$ cat src/shared/sac_pkg.sv
// Shared constants for the converter conversion and power control block.
// Assumes a single 40 MHz system clock and an APB register port.
package sac_pkg;

  // Clock and timing.
  localparam int unsigned CLK_HZ       = 40_000_000;
  localparam int unsigned CONV_TIME_NS = 1000;
  localparam int unsigned CNT_W        = 16;

  // Register byte offsets.
  localparam logic [7:0] OFF_CTRL   = 8'h00;
  localparam logic [7:0] OFF_STATUS = 8'h04;
  localparam logic [7:0] OFF_IRQ_ST = 8'h08;
  localparam logic [7:0] OFF_IRQ_MK = 8'h0C;
  localparam logic [7:0] OFF_RESULT = 8'h10;
  localparam logic [7:0] OFF_COUNT  = 8'h14;

  // Field layout of the control register.
  localparam int unsigned SPAN_W       = 3;
  localparam int unsigned CH0_SPAN_LSB = 0;
  localparam int unsigned CH1_SPAN_LSB = 3;
  localparam logic [2:0]  SPAN_OFF     = 3'h0;
  localparam logic [2:0]  SPAN_RST     = 3'h7;

  // Status register bits.
  localparam int unsigned ST_BUSY  = 0;
  localparam int unsigned ST_DOWN  = 1;
  localparam int unsigned ST_LVDS  = 2;
  localparam int unsigned ST_ARMED = 3;

  // Interrupt bits.
  localparam int unsigned IRQ_W       = 3;
  localparam int unsigned IRQ_DONE    = 0;
  localparam int unsigned IRQ_IGNORED = 1;
  localparam int unsigned IRQ_DOWN    = 2;

  localparam int unsigned CODE_W = 16;

  typedef enum logic [1:0] {S_IDLE, S_CONV, S_DOWN} sac_state_t;

  // Least time in ns to whole clock cycles, rounded up, never below one.
  function automatic int unsigned ns_to_cycles(input int unsigned ns);
    int unsigned c;
    c = (ns * (CLK_HZ / 1_000_000) + 999) / 1000;
    return (c < 1) ? 1 : c;
  endfunction

endpackage

$ cat src/core/sac_edge.sv
// Rising edge detector for a pin taken as synchronous to the clock.
// Assumes the caller supplies the internal reset and a clear pulse.
`timescale 1ns/1ps
`default_nettype none
module sac_edge (
  input  wire logic clk_in,   // System clock.
  input  wire logic rst_n_in, // Internal active low reset.
  input  wire logic clr_in,   // Synchronous clear.
  input  wire logic lvl_in,   // Level to watch.
  output logic      rise_out  // One-cycle pulse on a rising edge.
);

  logic prev_q;
  logic prev_d;

  // Previous level; a clear makes a level already high count as new.
  always_comb begin
    prev_d = clr_in ? 1'b0 : lvl_in;
  end

  always_ff @(posedge clk_in or negedge rst_n_in) begin
    if (!rst_n_in) begin
      prev_q <= 1'b0;
    end else begin
      prev_q <= prev_d;
    end
  end

  assign rise_out = lvl_in & ~prev_q & ~clr_in;

endmodule // sac_edge
`default_nettype wire

$ cat src/core/sac_ctrl.sv
// Conversion and power control of a two-channel simultaneous-sampling converter.
// Assumes pins synchronous to SYS_CLK_IN and an APB master on the register port.
//
// Decided for this implementation: the address map and the APB register port.
`timescale 1ns/1ps
`default_nettype none
module sac_ctrl #(
  parameter int unsigned CONV_TIME_NS = sac_pkg::CONV_TIME_NS
) (
  input  wire logic        SYS_CLK_IN,       // System clock, 40 MHz.
  input  wire logic        RST_N_IN,         // Asynchronous reset, active low.
  input  wire logic        CONV_TRIGGER_IN,  // Conversion trigger pin.
  input  wire logic        POWER_DOWN_IN,    // Power-down input pin.
  input  wire logic        IO_LVDS_SEL_IN,   // Strap: high LVDS, low CMOS.
  input  wire logic [15:0] CH0_CODE_IN,      // Channel 0 code from the core.
  input  wire logic [15:0] CH1_CODE_IN,      // Channel 1 code from the core.
  input  wire logic        PSEL,             // APB select.
  input  wire logic        PENABLE,          // APB enable.
  input  wire logic        PWRITE,           // APB direction.
  input  wire logic [7:0]  PADDR,            // APB byte address.
  input  wire logic [31:0] PWDATA,           // APB write data.
  output logic      [31:0] PRDATA,           // APB read data.
  output logic             PREADY,           // APB ready.
  output logic             PSLVERR,          // APB error on unmapped address.
  output logic             BUSY_OUT,         // Conversion in progress.
  output logic             HOLD_OUT,         // Both sample-and-holds in hold.
  output logic      [2:0]  CH0_SPAN_OUT,     // Channel 0 span in use.
  output logic      [2:0]  CH1_SPAN_OUT,     // Channel 1 span in use.
  output logic             POWERED_DOWN_OUT, // Device powered down.
  output logic             IO_LVDS_OUT,      // Serial standard select.
  output logic             GLOBAL_RESET_OUT, // Pulse on a global reset.
  output logic             IRQ_OUT           // Level interrupt.
);

  localparam int unsigned CONV_CYC = sac_pkg::ns_to_cycles(CONV_TIME_NS);
  localparam logic [sac_pkg::CNT_W-1:0] CONV_LAST = sac_pkg::CNT_W'(CONV_CYC - 1);
  localparam int unsigned W = sac_pkg::SPAN_W;
  localparam int unsigned CW = sac_pkg::CODE_W;

  // Reset release through two flip-flops.
  logic rst_s1_q;
  logic rst_s2_q;
  logic rst_n;

  always_ff @(posedge SYS_CLK_IN or negedge RST_N_IN) begin
    if (!RST_N_IN) begin
      rst_s1_q <= 1'b0;
      rst_s2_q <= 1'b0;
    end else begin
      rst_s1_q <= 1'b1;
      rst_s2_q <= rst_s1_q;
    end
  end
  assign rst_n = rst_s2_q;

  // Edge detection on the trigger and power-down pins.
  logic glob_q;
  logic trig_rise;
  logic pd_rise;

  sac_edge u_trig_edge (
    .clk_in   (SYS_CLK_IN),
    .rst_n_in (rst_n),
    .clr_in   (1'b0),
    .lvl_in   (CONV_TRIGGER_IN),
    .rise_out (trig_rise)
  );

  sac_edge u_pd_edge (
    .clk_in   (SYS_CLK_IN),
    .rst_n_in (rst_n),
    .clr_in   (glob_q),
    .lvl_in   (POWER_DOWN_IN),
    .rise_out (pd_rise)
  );

  // Control state.
  sac_pkg::sac_state_t      st_q, st_d;
  logic [sac_pkg::CNT_W-1:0] cnt_q, cnt_d;
  logic [W-1:0]              span0_q, span0_d, span1_q, span1_d;
  logic [W-1:0]              use0_q, use0_d, use1_q, use1_d;
  logic [CW-1:0]             res0_q, res0_d, res1_q, res1_d;
  logic [31:0]               count_q, count_d;
  logic                      armed_q, armed_d;
  logic                      glob_d;
  logic                      lvds_q, lvds_d;
  logic                      strap_q, strap_d;
  logic [sac_pkg::IRQ_W-1:0] ist_q, ist_d, imk_q, imk_d, ev;
  logic [31:0]               rdata_q, rdata_d;
  logic                      rdy_q, rdy_d, err_q, err_d, irq_q, irq_d;
  logic                      acc, wr, hit;

  // Helper: the code reported for a channel, all zeros when disabled.
  function automatic logic [CW-1:0] chan_code(input logic [W-1:0] span,
                                              input logic [CW-1:0] code);
    return (span == sac_pkg::SPAN_OFF) ? '0 : code;
  endfunction

  // Helper: whether an address maps to a register.
  function automatic logic mapped(input logic [7:0] a);
    return (a == sac_pkg::OFF_CTRL) || (a == sac_pkg::OFF_STATUS) ||
           (a == sac_pkg::OFF_IRQ_ST) || (a == sac_pkg::OFF_IRQ_MK) ||
           (a == sac_pkg::OFF_RESULT) || (a == sac_pkg::OFF_COUNT);
  endfunction

  assign acc = PSEL & PENABLE & rdy_q;
  assign wr  = acc & PWRITE;
  assign hit = mapped(PADDR);

  // Conversion sequencer and power-down control. The trigger path never looks
  // at serial chip select, so a conversion can start mid serial transfer.
  always_comb begin
    st_d    = st_q;
    cnt_d   = cnt_q;
    use0_d  = use0_q;
    use1_d  = use1_q;
    res0_d  = res0_q;
    res1_d  = res1_q;
    count_d = count_q;
    armed_d = armed_q;
    glob_d  = 1'b0;
    ev      = '0;
    unique case (st_q)
      sac_pkg::S_IDLE: begin
        if (POWER_DOWN_IN) begin
          st_d = sac_pkg::S_DOWN;
          ev[sac_pkg::IRQ_DOWN] = 1'b1;
          if (trig_rise) begin
            ev[sac_pkg::IRQ_IGNORED] = 1'b1;
          end
        end else if (trig_rise) begin
          st_d    = sac_pkg::S_CONV;
          cnt_d   = CONV_LAST;
          use0_d  = span0_q;
          use1_d  = span1_q;
          armed_d = 1'b0;
        end
      end
      sac_pkg::S_CONV: begin
        if (trig_rise) begin
          ev[sac_pkg::IRQ_IGNORED] = 1'b1;
        end
        if (cnt_q == '0) begin
          // Both codes are latched on the same edge from one sample instant.
          res0_d  = chan_code(use0_q, CH0_CODE_IN);
          res1_d  = chan_code(use1_q, CH1_CODE_IN);
          count_d = count_q + 32'h00000001;
          ev[sac_pkg::IRQ_DONE] = 1'b1;
          if (POWER_DOWN_IN) begin
            st_d = sac_pkg::S_DOWN;
            ev[sac_pkg::IRQ_DOWN] = 1'b1;
          end else begin
            st_d = sac_pkg::S_IDLE;
          end
        end else begin
          cnt_d = cnt_q - 1'b1;
        end
      end
      sac_pkg::S_DOWN: begin
        if (trig_rise) begin
          ev[sac_pkg::IRQ_IGNORED] = 1'b1;
        end
        if (!POWER_DOWN_IN) begin
          st_d = sac_pkg::S_IDLE;
        end
      end
    endcase
    // A raise while already armed is the second one with no conversion between.
    if (pd_rise) begin
      if (armed_q && !(st_q == sac_pkg::S_IDLE && trig_rise && !POWER_DOWN_IN)) begin
        glob_d = 1'b1;
      end else begin
        armed_d = 1'b1;
      end
    end
    // Global reset returns all sequencer state here to its power-on value.
    if (glob_q) begin
      st_d    = sac_pkg::S_IDLE;
      cnt_d   = '0;
      use0_d  = sac_pkg::SPAN_RST;
      use1_d  = sac_pkg::SPAN_RST;
      res0_d  = '0;
      res1_d  = '0;
      count_d = '0;
      armed_d = 1'b0;
      glob_d  = 1'b0;
      ev      = '0;
    end
  end

  always_ff @(posedge SYS_CLK_IN or negedge rst_n) begin
    if (!rst_n) begin
      st_q    <= sac_pkg::S_IDLE;
      cnt_q   <= '0;
      use0_q  <= sac_pkg::SPAN_RST;
      use1_q  <= sac_pkg::SPAN_RST;
      res0_q  <= '0;
      res1_q  <= '0;
      count_q <= '0;
      armed_q <= 1'b0;
      glob_q  <= 1'b0;
    end else begin
      st_q    <= st_d;
      cnt_q   <= cnt_d;
      use0_q  <= use0_d;
      use1_q  <= use1_d;
      res0_q  <= res0_d;
      res1_q  <= res1_d;
      count_q <= count_d;
      armed_q <= armed_d;
      glob_q  <= glob_d;
    end
  end

  // Strap capture in the first cycle after reset release and again after a global
  // reset; any other later change of the pin is not followed, since the board fixes it.
  always_comb begin
    strap_d = 1'b1;
    lvds_d  = strap_q ? lvds_q : IO_LVDS_SEL_IN;
    if (glob_q) begin
      strap_d = 1'b0;
    end
  end

  always_ff @(posedge SYS_CLK_IN or negedge rst_n) begin
    if (!rst_n) begin
      strap_q <= 1'b0;
      lvds_q  <= 1'b0;
    end else begin
      strap_q <= strap_d;
      lvds_q  <= lvds_d;
    end
  end

  // APB slave: ready is raised for the access phase, so every transfer has
  // no wait state; writes and sticky-bit clears act at that edge.
  always_comb begin
    span0_d = span0_q;
    span1_d = span1_q;
    imk_d   = imk_q;
    rdata_d = rdata_q;
    err_d   = 1'b0;
    rdy_d   = PSEL & ~PENABLE;
    // A new event wins over a write-one clear in the same cycle.
    ist_d   = (ist_q & ~((wr && PADDR == sac_pkg::OFF_IRQ_ST) ?
                         PWDATA[sac_pkg::IRQ_W-1:0] : '0)) | ev;
    if (PSEL && !PENABLE) begin
      err_d   = ~mapped(PADDR);
      rdata_d = '0;
      if (!PWRITE) begin
        unique case (PADDR)
          sac_pkg::OFF_CTRL: begin
            rdata_d[sac_pkg::CH0_SPAN_LSB +: W] = span0_q;
            rdata_d[sac_pkg::CH1_SPAN_LSB +: W] = span1_q;
          end
          sac_pkg::OFF_STATUS: begin
            rdata_d[sac_pkg::ST_BUSY]  = BUSY_OUT;
            rdata_d[sac_pkg::ST_DOWN]  = POWERED_DOWN_OUT;
            rdata_d[sac_pkg::ST_LVDS]  = lvds_q;
            rdata_d[sac_pkg::ST_ARMED] = armed_q;
          end
          sac_pkg::OFF_IRQ_ST: rdata_d[sac_pkg::IRQ_W-1:0] = ist_q;
          sac_pkg::OFF_IRQ_MK: rdata_d[sac_pkg::IRQ_W-1:0] = imk_q;
          sac_pkg::OFF_RESULT: rdata_d = {res1_q, res0_q};
          sac_pkg::OFF_COUNT:  rdata_d = count_q;
          default:             rdata_d = '0;
        endcase
      end
    end
    if (wr && hit) begin
      if (PADDR == sac_pkg::OFF_CTRL) begin
        span0_d = PWDATA[sac_pkg::CH0_SPAN_LSB +: W];
        span1_d = PWDATA[sac_pkg::CH1_SPAN_LSB +: W];
      end
      if (PADDR == sac_pkg::OFF_IRQ_MK) begin
        imk_d = PWDATA[sac_pkg::IRQ_W-1:0];
      end
    end
    if (glob_q) begin
      span0_d = sac_pkg::SPAN_RST;
      span1_d = sac_pkg::SPAN_RST;
      imk_d   = '0;
      ist_d   = '0;
    end
    irq_d = |(ist_d & imk_d);
  end

  always_ff @(posedge SYS_CLK_IN or negedge rst_n) begin
    if (!rst_n) begin
      span0_q <= sac_pkg::SPAN_RST;
      span1_q <= sac_pkg::SPAN_RST;
      imk_q   <= '0;
      ist_q   <= '0;
      rdata_q <= '0;
      rdy_q   <= 1'b0;
      err_q   <= 1'b0;
      irq_q   <= 1'b0;
    end else begin
      span0_q <= span0_d;
      span1_q <= span1_d;
      imk_q   <= imk_d;
      ist_q   <= ist_d;
      rdata_q <= rdata_d;
      rdy_q   <= rdy_d;
      err_q   <= err_d;
      irq_q   <= irq_d;
    end
  end

  // Pin-facing outputs, all registered. Busy and hold are decoded from the next
  // state, so they change on the same edge as the sequencer state: the edge after the trigger pin rises.
  logic busy_q, pdn_q, grst_q;

  always_ff @(posedge SYS_CLK_IN or negedge rst_n) begin
    if (!rst_n) begin
      busy_q <= 1'b0;
      pdn_q  <= 1'b0;
      grst_q <= 1'b0;
    end else begin
      busy_q <= (st_d == sac_pkg::S_CONV);
      pdn_q  <= (st_d == sac_pkg::S_DOWN);
      grst_q <= glob_d;
    end
  end

  assign BUSY_OUT         = busy_q;
  assign HOLD_OUT         = busy_q;
  assign CH0_SPAN_OUT     = use0_q;
  assign CH1_SPAN_OUT     = use1_q;
  assign POWERED_DOWN_OUT = pdn_q;
  assign IO_LVDS_OUT      = lvds_q;
  assign GLOBAL_RESET_OUT = grst_q;
  assign IRQ_OUT          = irq_q;
  assign PRDATA           = rdata_q;
  assign PREADY           = rdy_q;
  assign PSLVERR          = err_q; // Set only by a setup cycle, so it stands with ready.

endmodule // sac_ctrl
`default_nettype wire

$ cat config.mk
export PLATFORM = sky130hd
export DESIGN_NAME = sac_ctrl
export DESIGN_NICKNAME = d
export VERILOG_FILES = /design/src/shared/sac_pkg.sv /design/src/core/sac_edge.sv /design/src/core/sac_ctrl.sv
export SDC_FILE = /design/constraint.sdc
export NUM_CORES = 1
export LEC_CHECK = 0
export BUFFER_PORTS_ARGS = -buffer_cell sky130_fd_sc_hd__buf_2
export CAP_MARGIN = 30
export CORE_MARGIN = 2
export CORE_UTILIZATION = 55
export CTS_CLUSTER_SIZE = 20
export DETAILED_ROUTE_END_ITERATION = 16
export PLACE_DENSITY = 0.81
export SETUP_SLACK_MARGIN = 0.4
export SYNTH_ARGS = -nofsm -noshare
export SYNTH_HDL_FRONTEND = slang
export SYNTH_SLANG_ARGS = --single-unit
$ cat constraint.sdc
create_clock -name SYS_CLK_IN -period 8.2 [get_ports SYS_CLK_IN]
set_input_delay 0.41 -clock SYS_CLK_IN [delete_from_list [all_inputs] [get_ports SYS_CLK_IN]]
set_output_delay 0.41 -clock SYS_CLK_IN [all_outputs]
set_load 0.02 [all_outputs]
==> metrics.yaml, run 1 <==
status: "finished, final reports clean"
syn_area_per_cell_um2: 10.3
synth_top_cell_by_area: "dfrtp_1"
crit_chain: "inv_1 -> ha_1 -> nor4b_1 -> and4_1 -> nand3_1 -> or4_1 -> a21oi_1"
fmax_ghz: 0.300
grt.total_usage_pct: 26.5
crit_type: "reg -> reg"
start_kind: "flip-flop"
rsz0062_at_grt: "false"
finalHoldViolations: 0
drc: 0
io_buffers: 99
final_cells: 899
power_frac_comb_pct: 20.7
syn_area_mm2: 0.00674
path_max_fanout: 20
start_util_pct: 56.3
worst_clock_skew_ns: 0.00736
critPathRequiredTime_ns: 8.54
core_area_mm2: 0.0120
vdd_drop_max_uv: 241
wl_per_cell_um: 18.6
ys_top_cells_by_area: "dfrtp_1 49%, dfstp_2 4.7%, a22o_1 4.2%"
endpoint_kind: "flip-flop"
dpl.hpwl_mm: 11.4
place_congestion: 0.854
slew_headroom_pct: 27.4
ys.warnings.count: 0
fp.dieH_um: 115
synth.top_cell.area_share_pct: 49.4
tightest_slew_ns: 1.09
clk_pin_slew_ns: 0.06
p_int_mw: 1.38
fin_crit_sh_pct: 40.7
drv_cap: 0
async_flop_share_pct: 100
max_stage_delay_ns: 0.80
layout_common_cells: "132 x dfrtp_1, 99 x buf_2, 71 x nand2_1"
clock_sinks: 145
syn_nets: 740
dr.pass1.iters: 5
grt_pass1_wl_mm: 27.0
yosys.area_share.xor_xnor_pct: 1.82
dp_cells: 866
syn_inst: 654
fin_setup_tns_ns: 0
antenna_found_initial: 0
p_leak_nw: 3.66
period_needed_ns: 3.33
cts_buffers: 17
worst_skew_pair.late_latency_ns: 0.42
root_buffer: "clkbuf_16"
diodes: 0
synth-compound-area-share_pct: 18.3
drtIter0Drc: 535
crit_slowest_cell: "and4_1"
cts_tree: "yes"
synth_top_family_by_area: "compound AO/OA/AOI/OAI gates"
syn_to_final_growth_pct: 17.5
synthDistinctLibCells: 58
arrival_ns: 3.68
h-tree-depth: 4
io_pins: 126
synth-seq-area-share_pct: 54.1
muxShareOfSynthArea_pct: 2.84
rows: 40
min_path_type: "in -> reg"
grt_overflow: 0
wirelength_mm: 16.7
grt_max_degree: 69
p_sw_mw: 0.635
clock_path_buffers: 2
p_clk_share_pct: 35.3
seqPwrFrac_pct: 44.0
ys_ff_latch: 145
via_count: 5643
dieArea_mm2: 0.0131
sw_frac_of_total_pct: 31.5
die_w_um: 115
viasPerCell: 6.28
final-setup-viol-count: 0
grt_pass1_vias: 5535
slew_viol_final: 0
synth_edf_count: 0
nNetsFinal: 825
final_common_cell: "dfrtp_1"
ant_nets: 0
synth-simple-area-share_pct: 18.1
p_per_area_mw_per_mm2: 255
drive_above_1_share_pct: 22.1
post-cts-setup-buffer-count: 0
ys.flop_type: "dfrtp_1"
yosys.area_share.adder_pct: 1.11
[cell usage after synthesis (3+ instances only)]
cell,number
nor2b_1,4
a221oi_1,4
or4_1,19
o21ai_0,48
nand2_1,71
buf_2,9
dfrtp_1,133
dfstp_2,12
a22oi_1,26
a21oi_1,33
a22o_1,32
xor2_1,11
nor3_1,10
nand2b_1,3
or3_1,18
xnor2_1,3
nand4_1,15
o41ai_1,4
o31ai_1,17
and2_1,5
nor4_1,4
nand3_1,19
nor4b_1,4
clkbuf_1,30
mux2i_1,18
and3_1,3
and4_1,5
ha_1,6
inv_1,14
a31oi_1,4
nor2_1,36
[metal layers]
layer / wire length [um] / GRT usage [%] / up-vias
li1: - / - / 2572
met1: 6970 / 34.4 / 2770
met2: 8060 / 42.5 / 260
met3: 1240 / 6.78 / 41
met4: 421 / 11.1 / 0
met5: 0 / 0 / -
[area by class of cell]
type / instances / area [um2]
sequential: 145 / 3650
tap: 147 / 184
fill: 884 / 4050
inverter: 15 / 56.3
timing repair buffer: 110 / 628
clock inverter: 12 / 92.6
multi-input combinational: 450 / 2860
clock buffer: 20 / 447
[sequential cells by signal, indices dropped and copies added (netlist names), 2 cells and up]
register      count
CH0_SPAN_OUT      3
CH1_SPAN_OUT      3
PRDATA           32
cnt_q            16
count_q          32
imk_q             3
ist_q             3
res0_q           16
res1_q           16
span0_q           3
span1_q           3
st_q              2
[power groups by stage]
stage          Combinational [mW]  Sequential [mW]  Clock (mW)
2_1_floorplan               0.274            0.902           0
3_3_place_gp                0.380            0.894           0
3_5_place_dp                0.411            0.894           0
4_1_cts                     0.418            0.884       0.719
5_1_grt                     0.461            0.896       0.749
6_report                    0.418            0.887       0.713
[critical path, delay by kind of cell, from the launching register on]
kind                       cells  cell delay [ns]
adders and majority gates      1             0.29
DFF                            1             0.38
AOI/OAI and AO/OA              1             0.17
and+or+nand+nor                4             2.27
buffers and inverters          1             0.12
[logic make-up after synthesis]
kind of cell | Yosys count
AO/OA/AOI/OAI | 183
flip-flops | 145
AND/OR/NAND/NOR | 227
multiplexers | 19
XOR/XNOR | 14
buffers and inverters | 59
adder cells (fa/ha/maj) | 6
other | 1
[final timing paths]
kind | start | end | slack (ns) | cells past startpoint
worst max-delay path | st_q[1] | count_q[26] | 4.87 | 7
worst min-delay path | CONV_TRIGGER_IN | u_trig_edge.prev_q | 0.14 | 1
worst max register to register | st_q[1] | count_q[26] | 4.87 | 7
worst min register to register | rst_n | res0_q[10] | 0.22 | 0
max in group asynchronous | rst_n | cnt_q[11] | 6.60 | 2
min in group asynchronous | rst_n | res0_q[10] | 0.22 | 0
[timing repair]
item / 4_1_cts / 5_1_grt
hold buffers: 1 / 0
hold endpoints to repair: 2 / 0
setup endpoints to repair: 0 / 0
resized for setup: 0 / 0
[stage by stage]
step                      hold slack [ns]  instance area, um2  setup WS, ns  util, %  power, mW
after floorplan                     0.114                6740          3.88        -       1.18
after global placement              0.195                7280          5.17     60.9       1.27
after detailed placement            0.198                7360          5.07     61.5       1.30
after CTS                           0.125                7910          4.91     66.1       2.02
after global routing                0.134                7910          4.71     66.1       2.11
final                               0.138                7910          4.87     66.1       2.02
Power figures use the tool's default switching activity.
==> run 2: changes to the inputs <==
==> constraint.sdc (replaced) <==
create_clock -name SYS_CLK_IN -period 3.5 [get_ports SYS_CLK_IN]
set_input_delay 0.175 -clock SYS_CLK_IN [delete_from_list [all_inputs] [get_ports SYS_CLK_IN]]
set_output_delay 0.175 -clock SYS_CLK_IN [all_outputs]
set_load 0.02 [all_outputs]
==> metrics.yaml, run 2 (synthesized netlist as in run 1, its figures left out) <==
p_clk_share_pct: 34.6
antenna_found_initial: 0
fin_setup_tns_ns: 0
seqCellArea_mm2: 0.00365
clk_pin_slew_ns: 0.06
p_sw_mw: 1.47
tightest_slew_ns: 0.847
wirelength_mm: 17.4
rows: 40
path_max_fanout: 16
wl_per_cell_um: 18.6
grt_overflow: 0
syn_to_final_growth_pct: 22.2
fillCellCount: 890
final_cells: 937
die_w_um: 115
grt_pass1_wl_mm: 28.0
arrival_ns: 3.20
multi_input_area_mm2: 0.00286
slew_viol_final: 0
io_pins: 126
io_buffers: 99
sw_frac_of_total_pct: 31.1
final_common_cell: "dfrtp_1"
dpl.hpwl_mm: 11.4
dieArea_mm2: 0.0131
finalHoldViolations: 0
vdd_drop_max_uv: 557
dp_cells: 869
h-tree-depth: 4
drtIter0Drc: 404
min_path_type: "in -> reg"
drc: 0
fp.dieH_um: 115
grt_pass1_vias: 5773
viasPerCell: 6.22
p_leak_nw: 3.81
crit_type: "reg -> reg"
core_area_mm2: 0.0120
via_count: 5824
p_int_mw: 3.26
fmax_ghz: 0.347
p_per_area_mw_per_mm2: 575
nNetsFinal: 863
endpoint_kind: "flip-flop"
grt.total_usage_pct: 27.4
dr.pass1.iters: 5
period_needed_ns: 2.88
diodes: 0
layout_common_cells: "132 x dfrtp_1, 99 x buf_2, 71 x nand2_1"
cts_tree: "yes"
worst_skew_pair.late_latency_ns: 0.42
worst_clock_skew_ns: 0.00917
root_buffer: "clkbuf_16"
final-setup-viol-count: 0
critPathRequiredTime_ns: 3.81
seqPwrFrac_pct: 44.2
grt_max_degree: 64
clock_sinks: 145
drive_above_1_share_pct: 20.9
status: "finished, final reports clean"
fin_crit_sh_pct: 82.4
drv_cap: 0
rsz0062_at_grt: "false"
start_kind: "flip-flop"
cts_buffers: 17
power_frac_comb_pct: 21.2
post-cts-setup-buffer-count: 0
slew_headroom_pct: 43.5
place_congestion: 0.872
clock_path_buffers: 2
ant_nets: 0
start_util_pct: 56.3
==> run 2: changes by cell type in the layout (fill, tap and decap cells not counted), moves of 2 or more <==
cell and change:
dlygate4sd3_1 +35, buf_4 +7, clkbuf_1 +4, clkinv_2 -4, clkbuf_8 +3, buf_16 -2
buf_6 -2, clkinvlp_4 -2
==> run 2: power by group through the flow <==
stage          sequential [mW]  clock (mW)  combinational (mW)
6_report                  2.09        1.64                1.00
5_1_grt                   2.11        1.73                1.10
4_1_cts                   2.08        1.65               0.994
3_5_place_dp              2.11           0               0.957
3_3_place_gp              2.09           0               0.898
2_1_floorplan             2.11           0               0.641
==> run 2: final cells by class <==
class | instances | area share, %
clock inverter | 5 | 0.335
clock buffer | 27 | 6.11
multi-input combinational | 450 | 34.7
timing repair buffer | 148 | 11.6
inverter | 15 | 0.684
tap | 147 | 2.24
sequential | 145 | 44.3
==> run 2: repair_timing <==
| action | in CTS | in global routing |
|---|---|---|
| gates resized for setup | 0 | 0 |
| hold endpoints to repair | 36 | 1 |
| hold buffers | 35 | 1 |
==> run 2: metal layers <==
| metal | vias to the layer above | GRT usage [%] | share of wire, % |
|---|---|---|---|
| li1 | 2659 | - | - |
| met1 | 2911 | 35.1 | 42 |
| met2 | 225 | 45.0 | 50 |
| met3 | 29 | 7.31 | 6.4 |
| met4 | 0 | 9.84 | 1.9 |
| met5 | - | 0 | 0 |
==> run 2: path summary, 6_finish.rpt <==
path	startpoint	to	slack [ns]	cells past startpoint
worst max-delay path	st_q[1]	count_q[14]	0.62	8
worst min-delay path	PWDATA[3]	span1_q[0]	0.01	3
worst max register to register	st_q[1]	count_q[14]	0.62	8
worst min register to register	rst_s1_q	rst_n	0.35	0
max in group asynchronous	rst_n	PRDATA[12]	2.15	1
min in group asynchronous	RST_N_IN	rst_n	0.10	2
==> run 2: critical path: stages, from the launching register on <==
cell     delay [ns]
dfrtp_1        0.39
inv_1          0.13
ha_1           0.32
nor4b_1        0.38
and4_1         0.40
buf_4          0.28
nand4_1        0.23
or3_1          0.39
a21oi_1        0.25
==> run 2: per-stage QoR <==
step	worst slack, ns	hold WS [ns]	utilization [%]	power (mW)	instance area, um2
after floorplan	1.10	-0.121	-	2.75	6740
after global placement	1.02	-0.0406	61.3	2.99	7340
after detailed placement	0.823	-0.0382	61.3	3.07	7340
after CTS	0.802	0.00154	68.7	4.73	8220
after global routing	0.510	0.00653	68.8	4.94	8230
final	0.616	0.00988	68.8	4.73	8230
==> run 3: changes to the inputs <==
--- a/config.mk
+++ b/config.mk
@@ -8,10 +8,10 @@
 export BUFFER_PORTS_ARGS = -buffer_cell sky130_fd_sc_hd__buf_2
 export CAP_MARGIN = 30
 export CORE_MARGIN = 2
-export CORE_UTILIZATION = 55
+export CORE_UTILIZATION = 50
 export CTS_CLUSTER_SIZE = 20
 export DETAILED_ROUTE_END_ITERATION = 16
-export PLACE_DENSITY = 0.81
+export PLACE_DENSITY = 0.78
 export SETUP_SLACK_MARGIN = 0.4
 export SYNTH_ARGS = -nofsm -noshare
 export SYNTH_HDL_FRONTEND = slang
==> constraint.sdc (replaced) <==
create_clock -name SYS_CLK_IN -period 2.55 [get_ports SYS_CLK_IN]
set_input_delay 0.1275 -clock SYS_CLK_IN [delete_from_list [all_inputs] [get_ports SYS_CLK_IN]]
set_output_delay 0.1275 -clock SYS_CLK_IN [all_outputs]
set_load 0.02 [all_outputs]
==> metrics.yaml, run 3 (synthesized netlist as in run 1, its figures left out) <==
status: "finished, final reports clean"
place_congestion: 0.800
start_util_pct: 51.1
grt_pass1_vias: 5994
finalHoldViolations: 0
grt_overflow: 0
fin_crit_sh_pct: 86.9
final-setup-viol-count: 0
start_kind: "flip-flop"
worst_clock_skew_ns: 0.0101
wl_per_cell_um: 17.7
clk_pin_slew_ns: 0.06
viasPerCell: 5.93
critPathRequiredTime_ns: 2.90
endpoint_kind: "flip-flop"
wirelength_mm: 17.7
antenna_found_initial: 0
grt_pass1_wl_mm: 29.0
drtIter0Drc: 494
root_buffer: "clkbuf_16"
diodes: 0
worst_skew_pair.late_latency_ns: 0.43
h-tree-depth: 4
p_leak_nw: 4.01
rsz0062_at_grt: "true"
clock_sinks: 145
cts_tree: "yes"
io_pins: 126
via_count: 5914
min_path_type: "in -> reg"
dieArea_mm2: 0.0144
dpl.hpwl_mm: 11.3
fin_setup_tns_ns: 0
final_common_cell: "dfrtp_1"
worstSetupEndpoint: "count_q[16]"
path_max_fanout: 6
hold_ws_ns: 0.0194
fmax_ghz: 0.451
syn_to_final_growth_pct: 29.6
clock_path_buffers: 2
die_w_um: 120
p_per_area_mw_per_mm2: 790
drc: 0
period_needed_ns: 2.21
reg2reg_depth: 8
arrival_ns: 2.57
r2r-start: "st_q[1]"
vdd_drop_max_uv: 755
ant_nets: 0
grt.total_usage_pct: 25.4
nNetsFinal: 894
cts_buffers: 17
layout_common_cells: "129 x dfrtp_1, 99 x buf_2, 71 x nand2_1"
fillCellCount: 980
slew_viol_final: 0
tightest_slew_ns: 0.641
io_buffers: 99
core_area_mm2: 0.0132
grt_max_degree: 75
fp.dieH_um: 120
slew_headroom_pct: 56.2
reg2reg_slack_ns: 0.34
rows: 42
dr.pass1.iters: 5
drv_cap: 0
drive_above_1_share_pct: 26.2
crit_type: "reg -> reg"
worst_r2r_endpoint: "count_q[16]"
setup.worst_path.start: "st_q[1]"
==> run 3: layer usage <==
metal	global-route usage, %	vias to the layer above	share of wire [%]
li1	-	2721	-
met4	9.34	0	1.9
met3	5.75	29	5.3
met5	0	-	0
met1	32.6	2967	42
met2	42.2	197	50
==> run 3: worst min path at each step <==
stage               startpoint       end  slack, ns  cells after the start
floorplan             RST_N_IN  rst_s1_q      -0.17                      0
global placement      RST_N_IN  rst_s1_q      -0.08                      1
detailed placement    RST_N_IN  rst_s1_q      -0.09                      1
CTS                   PADDR[5]   PSLVERR       0.01                      3
global route          PADDR[5]   PSLVERR       0.04                      3
finish                PADDR[5]   PSLVERR       0.02                      3
==> run 3: worst max-delay path, stage by stage (launching register included) <==
cell and delay [ns]:
dfrtp_1 0.39, inv_2 0.10, ha_4 0.17, nor4b_4 0.22, and4_4 0.33, buf_6 0.13, nand4_1 0.22, or3_4 0.45
a21oi_2 0.13
==> run 3: layout make-up <==
type                    count  area, um2  share of cell area, %
flip-flops and latches    145       3650                   41.8
multi-input cells         450       3000                   34.3
repair buffers            179       1250                   14.3
clock buffers              25        495                   5.67
well taps                 176        220                   2.52
clock inverters             7       60.1                  0.688
inverters                  15       56.3                  0.645
==> run 3: power breakdown <==
group	leakage, nW	internal (mW)	total (mW)	switching, mW
Combinational	1.79	0.723	1.65	0.924
Clock	0.281	1.43	2.36	0.930
Sequential	1.94	2.59	2.89	0.294
==> run 3: stage by stage <==
step | utilization [%] | worst slack, ns | instances | cell area, um2 | power, mW
2_1_floorplan | - | 0.406 | 654 | 6770 | 3.80
3_3_place_gp | 56.7 | 0.236 | 906 | 7480 | 4.17
3_5_place_dp | 56.7 | 0.125 | 906 | 7480 | 4.26
4_1_cts | 65.1 | 0.362 | 989 | 8590 | 6.80
5_1_grt | 66.2 | 0.214 | 997 | 8730 | 7.21
6_report | 66.2 | 0.335 | 997 | 8730 | 6.90
==> run 3: timing repair <==
action,in CTS,in global routing
gates cloned,0,1
endpoints found under the hold margin,45,0
pin swaps,3,8
resized for setup,17,16
setup endpoints to repair,62,50
hold buffers,43,0
setup buffers,8,7
